File: config.mk
export PLATFORM = sky130hd
export DESIGN_NAME = mrs_responder
export DESIGN_NICKNAME = d
export VERILOG_FILES = /design/src/rtl/mrs_pkg.sv /design/src/rtl/mrs_pair_buf.sv /design/src/rtl/mrs_responder.sv
export SDC_FILE = /design/constraint.sdc
export NUM_CORES = 1
export LEC_CHECK = 0
export BUFFER_PORTS_ARGS = -buffer_cell sky130_fd_sc_hd__buf_2
export CAP_MARGIN = 10
export CORE_ASPECT_RATIO = 0.7
export CORE_MARGIN = 10
export CORE_UTILIZATION = 50
export CTS_BUF_LIST = sky130_fd_sc_hd__clkbuf_8
export CTS_CLUSTER_DIAMETER = 60
export DETAILED_ROUTE_END_ITERATION = 7
export PLACE_DENSITY = 0.68
export REMOVE_ABC_BUFFERS = 1
export SYNTH_ARGS = -nofsm -noshare
export SYNTH_HDL_FRONTEND = slang
export SYNTH_SLANG_ARGS = --single-unit
File: constraint.sdc
create_clock -name clk_sys -period 8.1 [get_ports clk_sys]
set_input_delay 0.81 -clock clk_sys [delete_from_list [all_inputs] [get_ports clk_sys]]
set_output_delay 0.81 -clock clk_sys [all_outputs]
set_load 0.02 [all_outputs]
File: src/rtl/mrs_pkg.sv
package mrs_pkg;

  // timing: link rate, character size and the silent gap in tenths of a character
  localparam int unsigned CLK_HZ        = 10_000_000;
  localparam int unsigned BAUD_DEF      = 9600;
  localparam int unsigned CHAR_BITS     = 11;
  localparam int unsigned GAP_CHAR_X10  = 35;
  localparam longint      GAP_NUM       = longint'(CLK_HZ) * CHAR_BITS * GAP_CHAR_X10;
  localparam longint      GAP_DEN       = longint'(BAUD_DEF) * 10;
  // least time, so round up
  localparam int unsigned GAP_CYCLES_DEF = int'((GAP_NUM + GAP_DEN - 1) / GAP_DEN);

  // frame layout
  localparam logic [7:0]  ADDR_BCAST     = 8'h00;
  localparam logic [7:0]  ADDR_UNIT_MIN  = 8'h01;
  localparam logic [7:0]  ADDR_UNIT_MAX  = 8'h1F;
  localparam logic [8:0]  MSG_LEN_MAX    = 9'h100;
  localparam logic [8:0]  MSG_LEN_MIN    = 9'h004;
  localparam logic [8:0]  QUERY_LEN      = 9'h008;
  localparam int unsigned QBUF_BYTES     = 8;

  // function codes and exception handling
  localparam logic [7:0]  FC_READ        = 8'h03;
  localparam logic [7:0]  FC_WRITE       = 8'h06;
  localparam logic [7:0]  FC_DIAG        = 8'h08;
  localparam logic [7:0]  FC_EXC_FLAG    = 8'h80;
  localparam logic [7:0]  EXC_FUNC       = 8'h01;
  localparam logic [7:0]  EXC_ADDR       = 8'h02;
  localparam logic [7:0]  EXC_DATA       = 8'h03;
  localparam logic [7:0]  EXC_SLAVE      = 8'h04;
  localparam logic [7:0]  CERR_DATA      = 8'hE1;
  localparam logic [7:0]  CERR_DISABLED  = 8'hE2;
  localparam logic [7:0]  CERR_NVM_BUSY  = 8'hE3;
  localparam logic [15:0] DIAG_SUBFN     = 16'h0000;

  // holding register space
  localparam logic [16:0] REG_ADDR_MAX   = 17'h0_1FFF;
  localparam logic [15:0] RD_CNT_MAX     = 16'h0010;
  localparam logic [15:0] ERR_REG_BASE   = 16'd522;
  localparam int unsigned ERR_REG_NUM    = 11;

  // crc
  localparam logic [15:0] CRC_INIT       = 16'hFFFF;
  localparam logic [15:0] CRC_POLY       = 16'hA001;

  // response lengths before the check field
  localparam logic [5:0]  RSP_EXC_LEN    = 6'h03;
  localparam logic [5:0]  RSP_ECHO_LEN   = 6'h06;
  localparam logic [5:0]  RSP_RD_HDR     = 6'h03;

  typedef enum logic [2:0] {
    MRS_RECV  = 3'b000,
    MRS_CHECK = 3'b001,
    MRS_WR    = 3'b010,
    MRS_TX    = 3'b011,
    MRS_RD    = 3'b100
  } mrs_state_t;

  typedef enum logic [1:0] {
    MRS_RSP_READ = 2'b00,
    MRS_RSP_ECHO = 2'b01,
    MRS_RSP_EXC  = 2'b10
  } mrs_rsp_t;

  typedef struct packed {
    logic [7:0] data;
    logic       frame_err;
    logic       parity_err;
  } mrs_rx_t;

  typedef struct packed {
    logic        we;
    logic [15:0] addr;
    logic [15:0] wdata;
  } mrs_reg_cmd_t;

  function automatic logic [15:0] mrs_crc_byte(input logic [15:0] crc, input logic [7:0] b);
    logic [15:0] c;
    c = crc ^ {8'h00, b};
    for (int i = 0; i < 8; i++) begin
      c = c[0] ? ((c >> 1) ^ CRC_POLY) : (c >> 1);
    end
    return c;
  endfunction

endpackage

File: src/rtl/mrs_pair_buf.sv
module mrs_pair_buf
  import mrs_pkg::*;
#(
  parameter int unsigned W = 8
) (
  input  wire logic         clk_sys,
  input  wire logic         sys_rst,
  input  wire logic         ce,
  input  wire logic         in_valid,
  output logic              in_ready,
  input  wire logic [W-1:0] in_data,
  output logic              out_valid,
  input  wire logic         out_ready,
  output logic [W-1:0]      out_data
);

  typedef struct packed {
    logic [1:0][W-1:0] ent;
    logic [1:0]        cnt;
  } mrs_buf_st_t;

  mrs_buf_st_t st_ff;
  mrs_buf_st_t nxt_st;
  logic        push;
  logic        pop;

  assign in_ready  = (st_ff.cnt != 2'd2);
  assign out_valid = (st_ff.cnt != 2'd0);
  assign out_data  = st_ff.ent[0];
  assign push      = in_valid && in_ready;
  assign pop       = out_valid && out_ready;

  always_comb begin
    nxt_st = st_ff;
    if (pop) begin
      nxt_st.ent[0] = st_ff.ent[1];
    end
    if (push) begin
      // the word lands behind whatever remains after the pop
      if (st_ff.cnt == 2'd0 || (st_ff.cnt == 2'd1 && pop)) begin
        nxt_st.ent[0] = in_data;
      end else begin
        nxt_st.ent[1] = in_data;
      end
    end
    nxt_st.cnt = st_ff.cnt + {1'b0, push} - {1'b0, pop};
  end

  always_ff @(posedge clk_sys) begin
    if (sys_rst) begin
      st_ff <= '0;
    end else if (ce) begin
      st_ff <= nxt_st;
    end
  end

endmodule // mrs_pair_buf

File: src/rtl/mrs_responder.sv
// Functional notes
// valid query for this unit that succeeds is executed, then answered normally
// stop bit read as zero in any character drops query silently
// parity failure in any character drops query silently
// crc over whole frame must match check field, else silent drop
// message longer than 256 bytes is dropped silently
// broadcast query is executed but never answered
// address neither own nor broadcast: query ignored, no answer
// query that cannot execute gets exception frame, same frame layout
// exception function code is query code plus 80h
// exception data is one code byte, then crc low byte first
// unsupported function code gives exception 01h
// register address beyond 0000h..1FFFh gives exception 02h
// bad count or length gives exception 03h and records E1h
// slave failure gives 04h; E2h when disabled, E3h during nvm work
// recorded error codes read back at registers 522 to 532
// code 03h reads one to sixteen consecutive registers
// master sends address, 03h, start, count, crc low first
// read answer: address, code, byte count, values high first, crc
// code 06h writes one value to the addressed register
// addresses 1..31 select a unit, address 0 is broadcast
// crc starts FFFFh, shifts right, xors A001h on carry
// frames end after a silent gap of 3.5 characters
// only 03h, 06h, 08h, 10h accepted; broadcast only for writes (10h is not supported here and gets exception 01h)
module mrs_responder
  import mrs_pkg::*;
#(
  parameter int unsigned GAP_CYCLES = GAP_CYCLES_DEF
) (
  input  wire logic         clk_sys,
  input  wire logic         sys_rst,
  input  wire logic         ce,
  input  wire logic [7:0]   own_addr,
  input  wire logic         cmd_exec_disable,
  input  wire logic         nvm_busy,
  input  wire logic         rx_valid,
  input  wire mrs_rx_t      rx,
  output logic              reg_req,
  output mrs_reg_cmd_t      reg_cmd,
  input  wire logic         reg_ack,
  input  wire logic [15:0]  reg_rdata,
  output logic              tx_valid,
  input  wire logic         tx_ready,
  output logic [7:0]        tx_data,
  output logic              query_drop,
  output logic              query_exec
);

  typedef struct packed {
    mrs_state_t                    fsm;
    mrs_rsp_t                      kind;
    logic [8:0]                    len;
    logic [31:0]                   gap;
    logic                          line_err;
    logic [15:0]                   crc;
    logic [QBUF_BYTES-1:0][7:0]    qbuf;
    logic                          bcast;
    logic [7:0]                    exc_code;
    logic [5:0]                    seq;
    logic [4:0]                    idx;
    logic                          have;
    logic [15:0]                   hold;
    logic [ERR_REG_NUM-1:0][7:0]   hist;
    logic                          drop_p;
    logic                          exec_p;
  } mrs_st_t;

  mrs_st_t     st_ff;
  mrs_st_t     nxt_st;

  logic [7:0]  q_addr;
  logic [7:0]  q_fc;
  logic [15:0] q_start;
  logic [15:0] q_cnt;
  logic [16:0] q_last;
  logic [15:0] rd_addr;
  logic [15:0] err_off;
  logic        rd_internal;
  logic [5:0]  dlen;
  logic [5:0]  dseq;
  logic        need_fetch;
  logic [7:0]  pay;
  logic [7:0]  out_byte;
  logic        buf_ready;
  logic        buf_valid;
  logic        addr_mine;

  assign q_addr  = st_ff.qbuf[0];
  assign q_fc    = st_ff.qbuf[1];
  assign q_start = {st_ff.qbuf[2], st_ff.qbuf[3]};
  assign q_cnt   = {st_ff.qbuf[4], st_ff.qbuf[5]};
  assign q_last  = {1'b0, q_start} + {1'b0, q_cnt} - 17'h0_0001;
  assign rd_addr = q_start + {11'h000, st_ff.idx};
  assign err_off = rd_addr - ERR_REG_BASE;
  // error history served locally
  assign rd_internal = (rd_addr >= ERR_REG_BASE)
                    && (err_off < 16'(ERR_REG_NUM));

  // unit address window
  assign addr_mine = (own_addr >= ADDR_UNIT_MIN) && (own_addr <= ADDR_UNIT_MAX)
                  && (q_addr == own_addr);

  always_comb begin
    case (st_ff.kind)
      MRS_RSP_READ: dlen = RSP_RD_HDR + {q_cnt[4:0], 1'b0};
      MRS_RSP_ECHO: dlen = RSP_ECHO_LEN;
      default:      dlen = RSP_EXC_LEN;
    endcase
  end

  assign dseq = st_ff.seq - RSP_RD_HDR;
  assign need_fetch = (st_ff.kind == MRS_RSP_READ) && (st_ff.seq >= RSP_RD_HDR)
                   && (st_ff.seq < dlen) && !dseq[0] && !st_ff.have;

  always_comb begin
    pay = 8'h00;
    case (st_ff.kind)
      // header, byte count, values high byte first
      MRS_RSP_READ: begin
        if (st_ff.seq == 6'd0) begin
          pay = q_addr;
        end else if (st_ff.seq == 6'd1) begin
          pay = q_fc;
        end else if (st_ff.seq == 6'd2) begin
          pay = {2'b00, q_cnt[4:0], 1'b0};
        end else begin
          pay = dseq[0] ? st_ff.hold[7:0] : st_ff.hold[15:8];
        end
      end
      MRS_RSP_ECHO: pay = st_ff.qbuf[st_ff.seq[2:0]];
      // exception flag on function code
      MRS_RSP_EXC: begin
        if (st_ff.seq == 6'd0) begin
          pay = q_addr;
        end else if (st_ff.seq == 6'd1) begin
          pay = q_fc + FC_EXC_FLAG;
        end else begin
          pay = st_ff.exc_code;
        end
      end
      default: pay = 8'h00;
    endcase
  end

  // check field low byte first
  assign out_byte  = (st_ff.seq < dlen) ? pay
                   : (st_ff.seq == dlen) ? st_ff.crc[7:0] : st_ff.crc[15:8];
  assign buf_valid = (st_ff.fsm == MRS_TX) && !need_fetch;

  assign reg_req       = (st_ff.fsm == MRS_WR) || ((st_ff.fsm == MRS_RD) && !rd_internal);
  assign reg_cmd.we    = (st_ff.fsm == MRS_WR);
  assign reg_cmd.addr  = (st_ff.fsm == MRS_WR) ? q_start : rd_addr;
  assign reg_cmd.wdata = q_cnt;
  assign query_drop    = st_ff.drop_p;
  assign query_exec    = st_ff.exec_p;

  always_comb begin
    nxt_st = st_ff;
    nxt_st.drop_p = 1'b0;
    nxt_st.exec_p = 1'b0;
    case (st_ff.fsm)
      MRS_RECV: begin
        if (rx_valid) begin
          nxt_st.gap = 32'h0000_0000;
          // length saturates one past the limit
          if (st_ff.len <= MSG_LEN_MAX) begin
            nxt_st.len = st_ff.len + 9'h001;
          end
          if (st_ff.len < 9'(QBUF_BYTES)) begin
            nxt_st.qbuf[st_ff.len[2:0]] = rx.data;
          end
          // character faults taint the frame
          nxt_st.line_err = st_ff.line_err | rx.frame_err | rx.parity_err;
          // running crc over every byte
          nxt_st.crc = mrs_crc_byte(st_ff.crc, rx.data);
        end else if (st_ff.len != 9'h000) begin
          nxt_st.gap = st_ff.gap + 32'h0000_0001;
          // silent gap closes the frame
          if (st_ff.gap >= 32'(GAP_CYCLES - 1)) begin
            nxt_st.fsm = MRS_CHECK;
          end
        end
      end
      MRS_CHECK: begin
        nxt_st.len      = 9'h000;
        nxt_st.gap      = 32'h0000_0000;
        nxt_st.line_err = 1'b0;
        nxt_st.crc      = CRC_INIT;
        nxt_st.seq      = 6'h00;
        nxt_st.idx      = 5'h00;
        nxt_st.have     = 1'b0;
        nxt_st.bcast    = (q_addr == ADDR_BCAST);
        nxt_st.fsm      = MRS_RECV;
        nxt_st.exc_code = 8'h00;
        // transmission faults, foreign address
        if (st_ff.line_err || st_ff.len > MSG_LEN_MAX || st_ff.len < MSG_LEN_MIN
            || st_ff.crc != 16'h0000 || !(addr_mine || q_addr == ADDR_BCAST)) begin
          nxt_st.drop_p = 1'b1;
        end else begin
          case (q_fc)
            FC_READ: begin
              // reads are never broadcast
              if (q_addr == ADDR_BCAST) begin
                nxt_st.drop_p = 1'b1;
              // count and length limits
              end else if (st_ff.len != QUERY_LEN || q_cnt == 16'h0000
                           || q_cnt > RD_CNT_MAX) begin
                nxt_st.exc_code = EXC_DATA;
              // whole span inside the map
              end else if (q_last > REG_ADDR_MAX) begin
                nxt_st.exc_code = EXC_ADDR;
              end else begin
                nxt_st.kind = MRS_RSP_READ;
                nxt_st.fsm  = MRS_TX;
              end
            end
            FC_WRITE: begin
              if (st_ff.len != QUERY_LEN) begin
                nxt_st.exc_code = EXC_DATA;
              end else if ({1'b0, q_start} > REG_ADDR_MAX) begin
                nxt_st.exc_code = EXC_ADDR;
              // slave side refusals
              end else if (cmd_exec_disable || nvm_busy) begin
                nxt_st.exc_code = EXC_SLAVE;
              end else begin
                // single register write
                nxt_st.fsm = MRS_WR;
              end
            end
            FC_DIAG: begin
              if (q_addr == ADDR_BCAST) begin
                nxt_st.drop_p = 1'b1;
              end else if (st_ff.len != QUERY_LEN || q_start != DIAG_SUBFN) begin
                nxt_st.exc_code = EXC_DATA;
              end else begin
                nxt_st.kind = MRS_RSP_ECHO;
                nxt_st.fsm  = MRS_TX;
              end
            end
            // anything else is unsupported here
            default: nxt_st.exc_code = EXC_FUNC;
          endcase
          if (nxt_st.exc_code != 8'h00) begin
            // record communication error, newest at 522
            if (nxt_st.exc_code == EXC_DATA || nxt_st.exc_code == EXC_SLAVE) begin
              for (int i = ERR_REG_NUM - 1; i > 0; i--) begin
                nxt_st.hist[i] = st_ff.hist[i-1];
              end
              nxt_st.hist[0] = (nxt_st.exc_code == EXC_DATA) ? CERR_DATA
                             : cmd_exec_disable ? CERR_DISABLED : CERR_NVM_BUSY;
            end
            // exceptions are answered unless broadcast
            nxt_st.kind = MRS_RSP_EXC;
            nxt_st.fsm  = (q_addr == ADDR_BCAST) ? MRS_RECV : MRS_TX;
          end
        end
      end
      MRS_WR: begin
        if (reg_ack) begin
          nxt_st.exec_p = 1'b1;
          nxt_st.kind   = MRS_RSP_ECHO;
          // broadcast write done, stay silent
          nxt_st.fsm    = st_ff.bcast ? MRS_RECV : MRS_TX;
        end
      end
      MRS_RD: begin
        if (rd_internal) begin
          nxt_st.hold = {8'h00, st_ff.hist[err_off[3:0]]};
          nxt_st.have = 1'b1;
          nxt_st.fsm  = MRS_TX;
        end else if (reg_ack) begin
          nxt_st.hold = reg_rdata;
          nxt_st.have = 1'b1;
          nxt_st.fsm  = MRS_TX;
        end
      end
      MRS_TX: begin
        if (need_fetch) begin
          nxt_st.fsm = MRS_RD;
        end else if (buf_ready) begin
          // normal or exception frame, stalled by the receiver
          nxt_st.seq = st_ff.seq + 6'h01;
          if (st_ff.seq < dlen) begin
            nxt_st.crc = mrs_crc_byte(st_ff.crc, pay);
          end
          if (st_ff.kind == MRS_RSP_READ && st_ff.seq >= RSP_RD_HDR && dseq[0]) begin
            nxt_st.have = 1'b0;
            nxt_st.idx  = st_ff.idx + 5'h01;
          end
          if (st_ff.seq == dlen + 6'h01) begin
            nxt_st.exec_p = (st_ff.kind == MRS_RSP_READ);
            nxt_st.crc    = CRC_INIT;
            nxt_st.fsm    = MRS_RECV;
          end
        end
      end
      default: nxt_st.fsm = MRS_RECV;
    endcase
  end

  always_ff @(posedge clk_sys) begin
    if (sys_rst) begin
      st_ff          <= '0;
      st_ff.fsm      <= MRS_RECV;
      st_ff.crc      <= CRC_INIT;
      st_ff.kind     <= MRS_RSP_READ;
    end else if (ce) begin
      st_ff <= nxt_st;
    end
  end

  // two words of slack so a stalled line loses nothing
  mrs_pair_buf #(
    .W (8)
  ) u_tx_buf (
    .clk_sys   (clk_sys),
    .sys_rst   (sys_rst),
    .ce        (ce),
    .in_valid  (buf_valid),
    .in_ready  (buf_ready),
    .in_data   (out_byte),
    .out_valid (tx_valid),
    .out_ready (tx_ready),
    .out_data  (tx_data)
  );

endmodule // mrs_responder

-- Word level (Yosys, flattened, before mapping)
Index checks and enable logic that the tools add are counted.
- bitwise operators: 22
- reductions and logical operators: 63
- add/subtract/negate cells: 14
- magnitude comparators: 18
- equal/unequal tests: 40
- muxes and demuxes: 104
- operators with widths (kind ; number):
    $mux 16 ; 21
    $mux 8 ; 17
    $pmux 42 s2 ; 1
    $mux 81 ; 1
    $bwmux 64 ; 1
    $mux 32 ; 2
    $mux 64 ; 1
    $not 2->3 ; 16
    $pmux 16 s3 ; 1
    $pmux 8 s3 ; 2
    $mux 3 ; 13
    $mux 17 ; 2
    $add 32x1->32 const B ; 1
    $bmux 8 s4 ; 1
    $ge 32x16->1 const B ; 1
    $reduce_bool 16->1 ; 2
    $xor 16x8->16 ; 2
    $bmux 8 s3 ; 1
    $demux 8 s3 ; 1
    $mux 12 ; 2
    $pmux 11 s2 ; 1
    $mux 5 ; 4
    $ne 4x4->1 const B ; 5
    $mux 2 ; 9
    79 further kinds ; 153
- bits in registers: 250

-- Logic depth before layout (Yosys ltp)
- word-level depth: 28
- gate-level depth with buffers: 18
- depth with buffers taken out: 17

-- Cells and area by module
Synthesis repeated with hierarchy kept, for this count alone.
- cell total of the unflattened synthesis: 1718
- area total of the unflattened synthesis: 13721.9 um^2
- modules (own cells, without submodules) (module ; seq. area each (um^2) ; area an instance (um^2) ; cells an instance ; times used):
    mrs_responder ; 3883.7 ; 12732.2 ; 1613 ; 1
    mrs_pair_buf ; 360.3 ; 989.7 ; 105 ; 1

-- Worst setup path before layout
OpenSTA, ideal clock, no wires.
- path kind: reg-to-output
- start: reg st_ff[107] (netlist name)
- end: out reg_req
- required time: 7290 ps
- arrival: 3335 ps
- stages on the path, launching flop included: 14
- path slack: 3955 ps
- cell sequence: dfxtp_1 ha_1 fa_1 clkbuf_1 inv_1 ha_1 xnor2_1 a211oi_1 nand4_1 nor4_1 nand3b_1 nor2_2 o21a_1 nor2_1
- word-level cells in the longest chain between the ends: 7
- RTL lines (element ; RTL line ; text):
    start: declaration ; mrs_responder.sv:68 ; mrs_st_t st_ff;
    start signal: assignment ; mrs_responder.sv:308 ; st_ff <= nxt_st;
    $add 16x5->16 (*) ; mrs_responder.sv:93 ; assign rd_addr = q_start + {11'h000, st_ff.idx};
    $sub 16x10->16 ; mrs_responder.sv:94 ; assign err_off = rd_addr - ERR_REG_BASE;
    $lt 16x4->1 ; mrs_responder.sv:97 ; && (err_off < 16'(ERR_REG_NUM));
    $logic_and 1x1->1 (*) ; mrs_responder.sv:97 ;
    $logic_not 1->1 (*) ; mrs_responder.sv:150 ; assign reg_req = (st_ff.fsm == MRS_WR) || ((st_ff.fsm == MRS_RD) && !rd_internal);
    $logic_and 1x1->1 (*) ; mrs_responder.sv:150 ;
    $logic_or 1x1->1 (*) ; mrs_responder.sv:150 ;
    end: declaration ; mrs_responder.sv:38 ; output logic reg_req,
Every way passes the cells marked *; elsewhere a longest branch is shown, timed or not.

-- Worst setup path after layout
Ends and elaborated chain as after synthesis.

==> results.json <==
{
  "max_freq_ghz": 0.1857,
  "ys.flop_type": "dfxtp_1",
  "path_max_fanout": 10,
  "slew_headroom_pct": 27.64,
  "core_area_um2": 25930,
  "fp-row-count": 49,
  "antenna_found_initial": 1,
  "critPathRequiredTime_ns": 7.29,
  "ant_nets": 0,
  "cts_tree": "yes",
  "met1_length_um": 18500,
  "num-nets-final": 1719,
  "powerDensity_nw_per_um2": 154.2,
  "worstMarginPinSlew_ns": 1.075,
  "grt_max_degree": 78,
  "syn_avg_cell_area_um2": 8.306,
  "vias": 11720,
  "post-route-period-util_pct": 66.48,
  "ctsRootBufferMaster": "clkbuf_8",
  "hold_buffers": 0,
  "setup_viol": 0,
  "fp.dieH_um": 156.3,
  "grt_setup_unrepaired": "false",
  "post-dp-hpwl_um": 28860,
  "status": "completed",
  "drc": 0,
  "avgViaCountPerCell": 5.868,
  "area_delta_synth_final_pct": 8.192,
  "met3_length_um": 4015,
  "routed_wl_um": 39010,
  "crit_arrival_ns": 4.57,
  "ys_ff_latch": 212,
  "clk_path_buf_depth": 3,
  "die_area_um2": 33570,
  "end_kind": "primary output",
  "highest_layer": "met5",
  "gp_congestion": 0.9723,
  "async_flop_share_pct": 0,
  "dr_wl_met2_um": 15800,
  "n_antenna_cell": 0,
  "io-pin-count": 87,
  "wire_per_inst_um": 19.54,
  "ys_warn_count": 0,
  "gr-usage-all-layers_pct": 22.48,
  "insertion_delay_ns": 0.55,
  "worstSetupPathType": "flip-flop to primary output",
  "grt-ovfl-total": 0,
  "drt_first_pass_iters": 5,
  "cts_resized": 0,
  "grt_pass1_wl_um": 61200,
  "drive_gt1_share_pct": 11.77,
  "htreeDepth": 2,
  "reg2reg_depth": 12,
  "synth_edf_count": 0,
  "clkTransAtPathRegs_ns": 0.07,
  "min_period_ns": 5.385,
  "hp-class": "flip-flop to flip-flop",
  "cellLeakagePower_nw": 5.765,
  "ir_worst_vdd_v": 0.0001097,
  "portBuffers": 86,
  "post-route-util_pct": 55.37,
  "seq_area_frac_synth_pct": 31.98,
  "grt_pass1_vias": 10880,
  "cts_buffers": 35,
  "initial_core_util_pct": 51.18,
  "whs_ns": 0.4549,
  "postCtsSetupBuffers": 0,
  "start_kind": "flip-flop",
  "finalSetupTns_ns": 0,
  "drt_iter0_drc": 1060,
  "cts.sinks": 212,
  "fin_skew_ns": 0.03328,
  "ys_types": 78,
  "holdPathStages": 2,
  "syn_area_um2": 13270,
  "maxCapViolCount": 0,
  "hold_viol_final": 0,
  "netlist_instances": 1598,
  "finalMaxSlewViolations": 0,
  "die_x_um": 214.7
}
[cells by family (layout without fill, tap and decap cells)]
| logic type | count (synthesis) | count (layout) | share of synthesized area (%) |
|---|---|---|---|
| DFF | 212 | 212 | 31.98 |
| muxes | 155 | 155 | 13.76 |
| adders and majority gates | 59 | 59 | 5.675 |
| buffers and inverters | 206 | 248 | 6.787 |
| AOI/OAI and AO/OA | 257 | 257 | 12.47 |
| and+or+nand+nor | 586 | 586 | 20.94 |
| xor gates and xnor gates | 123 | 123 | 8.390 |
[per-stage QoR]
step                instances  setup WS (ns)  power [mW]  area [um2]
CTS                      1996          2.699       2.229       14350
global placement         1937          3.458       1.289       13680
floorplan                1485          3.120       1.220       12720
global route             1997          2.365       2.304       14360
detailed placement       1937          3.305       1.292       13680
finish                   1997          2.715       2.214       14360
[path summary, 6_finish.rpt]
| path | slack (ns) | to | startpoint |
|---|---|---|---|
| max | 2.72 | reg_req | st_ff[107] |
| min | 0.45 | st_ff[104] | st_ff[104] |
| min reg2reg | 0.45 | st_ff[104] | st_ff[104] |
| max reg2reg | 3.65 | st_ff[90] | st_ff[107] |
[routing by layer]
metal | global-route usage (%) | up-vias
met5 | 0 | -
met4 | 5.352 | 2
met3 | 6.106 | 69
met2 | 32.37 | 503
met1 | 32.41 | 5551
li1 | - | 5593
[where the power goes]
part | internal [mW] | switching, mW
registers | 1.05 | 0.0195
logic | 0.0814 | 0.119
clock network | 0.493 | 0.447
[critical path, stage by stage, from the launching register on]
cell      delay, ns
dfxtp_1        0.35
ha_1           0.24
fa_1           0.86
inv_1          0.26
ha_1           0.28
xnor2_1        0.28
a211oi_1       0.28
nand4_1        0.12
nor4_1         0.31
nand3b_1       0.22
nor2_2         0.42
o21a_1         0.16
nor2_1         0.04
buf_2          0.18
[layout make-up]
| type | instances | area [um2] |
|---|---|---|
| Clock buffer | 41 | 564.3 |
| Clock inverter | 18 | 112.6 |
| Fill cell | 2456 | 11570 |
| Inverter | 93 | 349.1 |
| Multi-Input combinational cell | 1180 | 8134 |
| Sequential cell | 212 | 4245 |
| Tap cell | 357 | 446.7 |
| Timing Repair Buffer | 96 | 508.0 |
[layout by cell type, fill, tap and decap left out, drive strengths merged, types with 5 or more instances in the layout]
| cell type | n |
|---|---|
| dfxtp | 212 |
| nor2 | 190 |
| nand2 | 173 |
| mux2i | 133 |
| inv | 101 |
| buf | 96 |
| a21oi | 72 |
| xnor2 | 69 |
| o21ai | 63 |
| ha | 57 |
| xor2 | 53 |
| nand3 | 45 |
| clkbuf | 41 |
| nand4 | 29 |
| nor4 | 27 |
| nor3 | 24 |
| mux4 | 22 |
| nand2b | 20 |
| o22ai | 17 |
| and2 | 16 |
| o21a | 11 |
| nor2b | 10 |
| a21o | 10 |
| a211oi | 10 |
| and4 | 9 |
| o31ai | 8 |
| and3 | 7 |
| a31oi | 7 |
| or3 | 7 |
| or2 | 6 |
| o211ai | 6 |
| clkinv | 6 |
| or4 | 6 |
| a22oi | 5 |
| nand3b | 5 |
| nor4bb | 5 |
| o32ai | 5 |
[cells in the mapped netlist (5+ instances only)]
cell      instances  area (um2)
nor4bb_1          5       50.05
a22oi_1           5       37.54
and3_1            7       43.79
buf_4            26       195.2
a211oi_1         10       75.07
a31oi_1           7       43.79
nand2_1         173       649.4
xor2_1           52       455.4
nor3_1           20       100.1
or3_1             6       37.54
ha_1             57       713.2
dfxtp_1         212        4244
inv_1            91       341.6
xnor2_1          67       586.8
mux4_2           22       495.5
and4_1            9       78.83
clkbuf_1         70       262.8
nand2b_1         20       125.1
o211ai_1          6       45.04
and2_1           16       100.1
nor2b_1          10       62.56
o21a_1           11       82.58
a21o_1           10       75.07
nand3b_1          5       37.54
o31ai_1           8       60.06
o21ai_0          62       310.3
nand3_1          45       225.2
nand4_1          29       181.4
o22ai_1          17       106.4
nor4_1           26       162.7
buf_2            11       55.05
nor2_1          188       705.7
or2_2             6       37.54
or4_1             5       37.54
mux2i_1         133        1331
a21oi_1          72       360.4
Power figures use the tool's default switching activity.
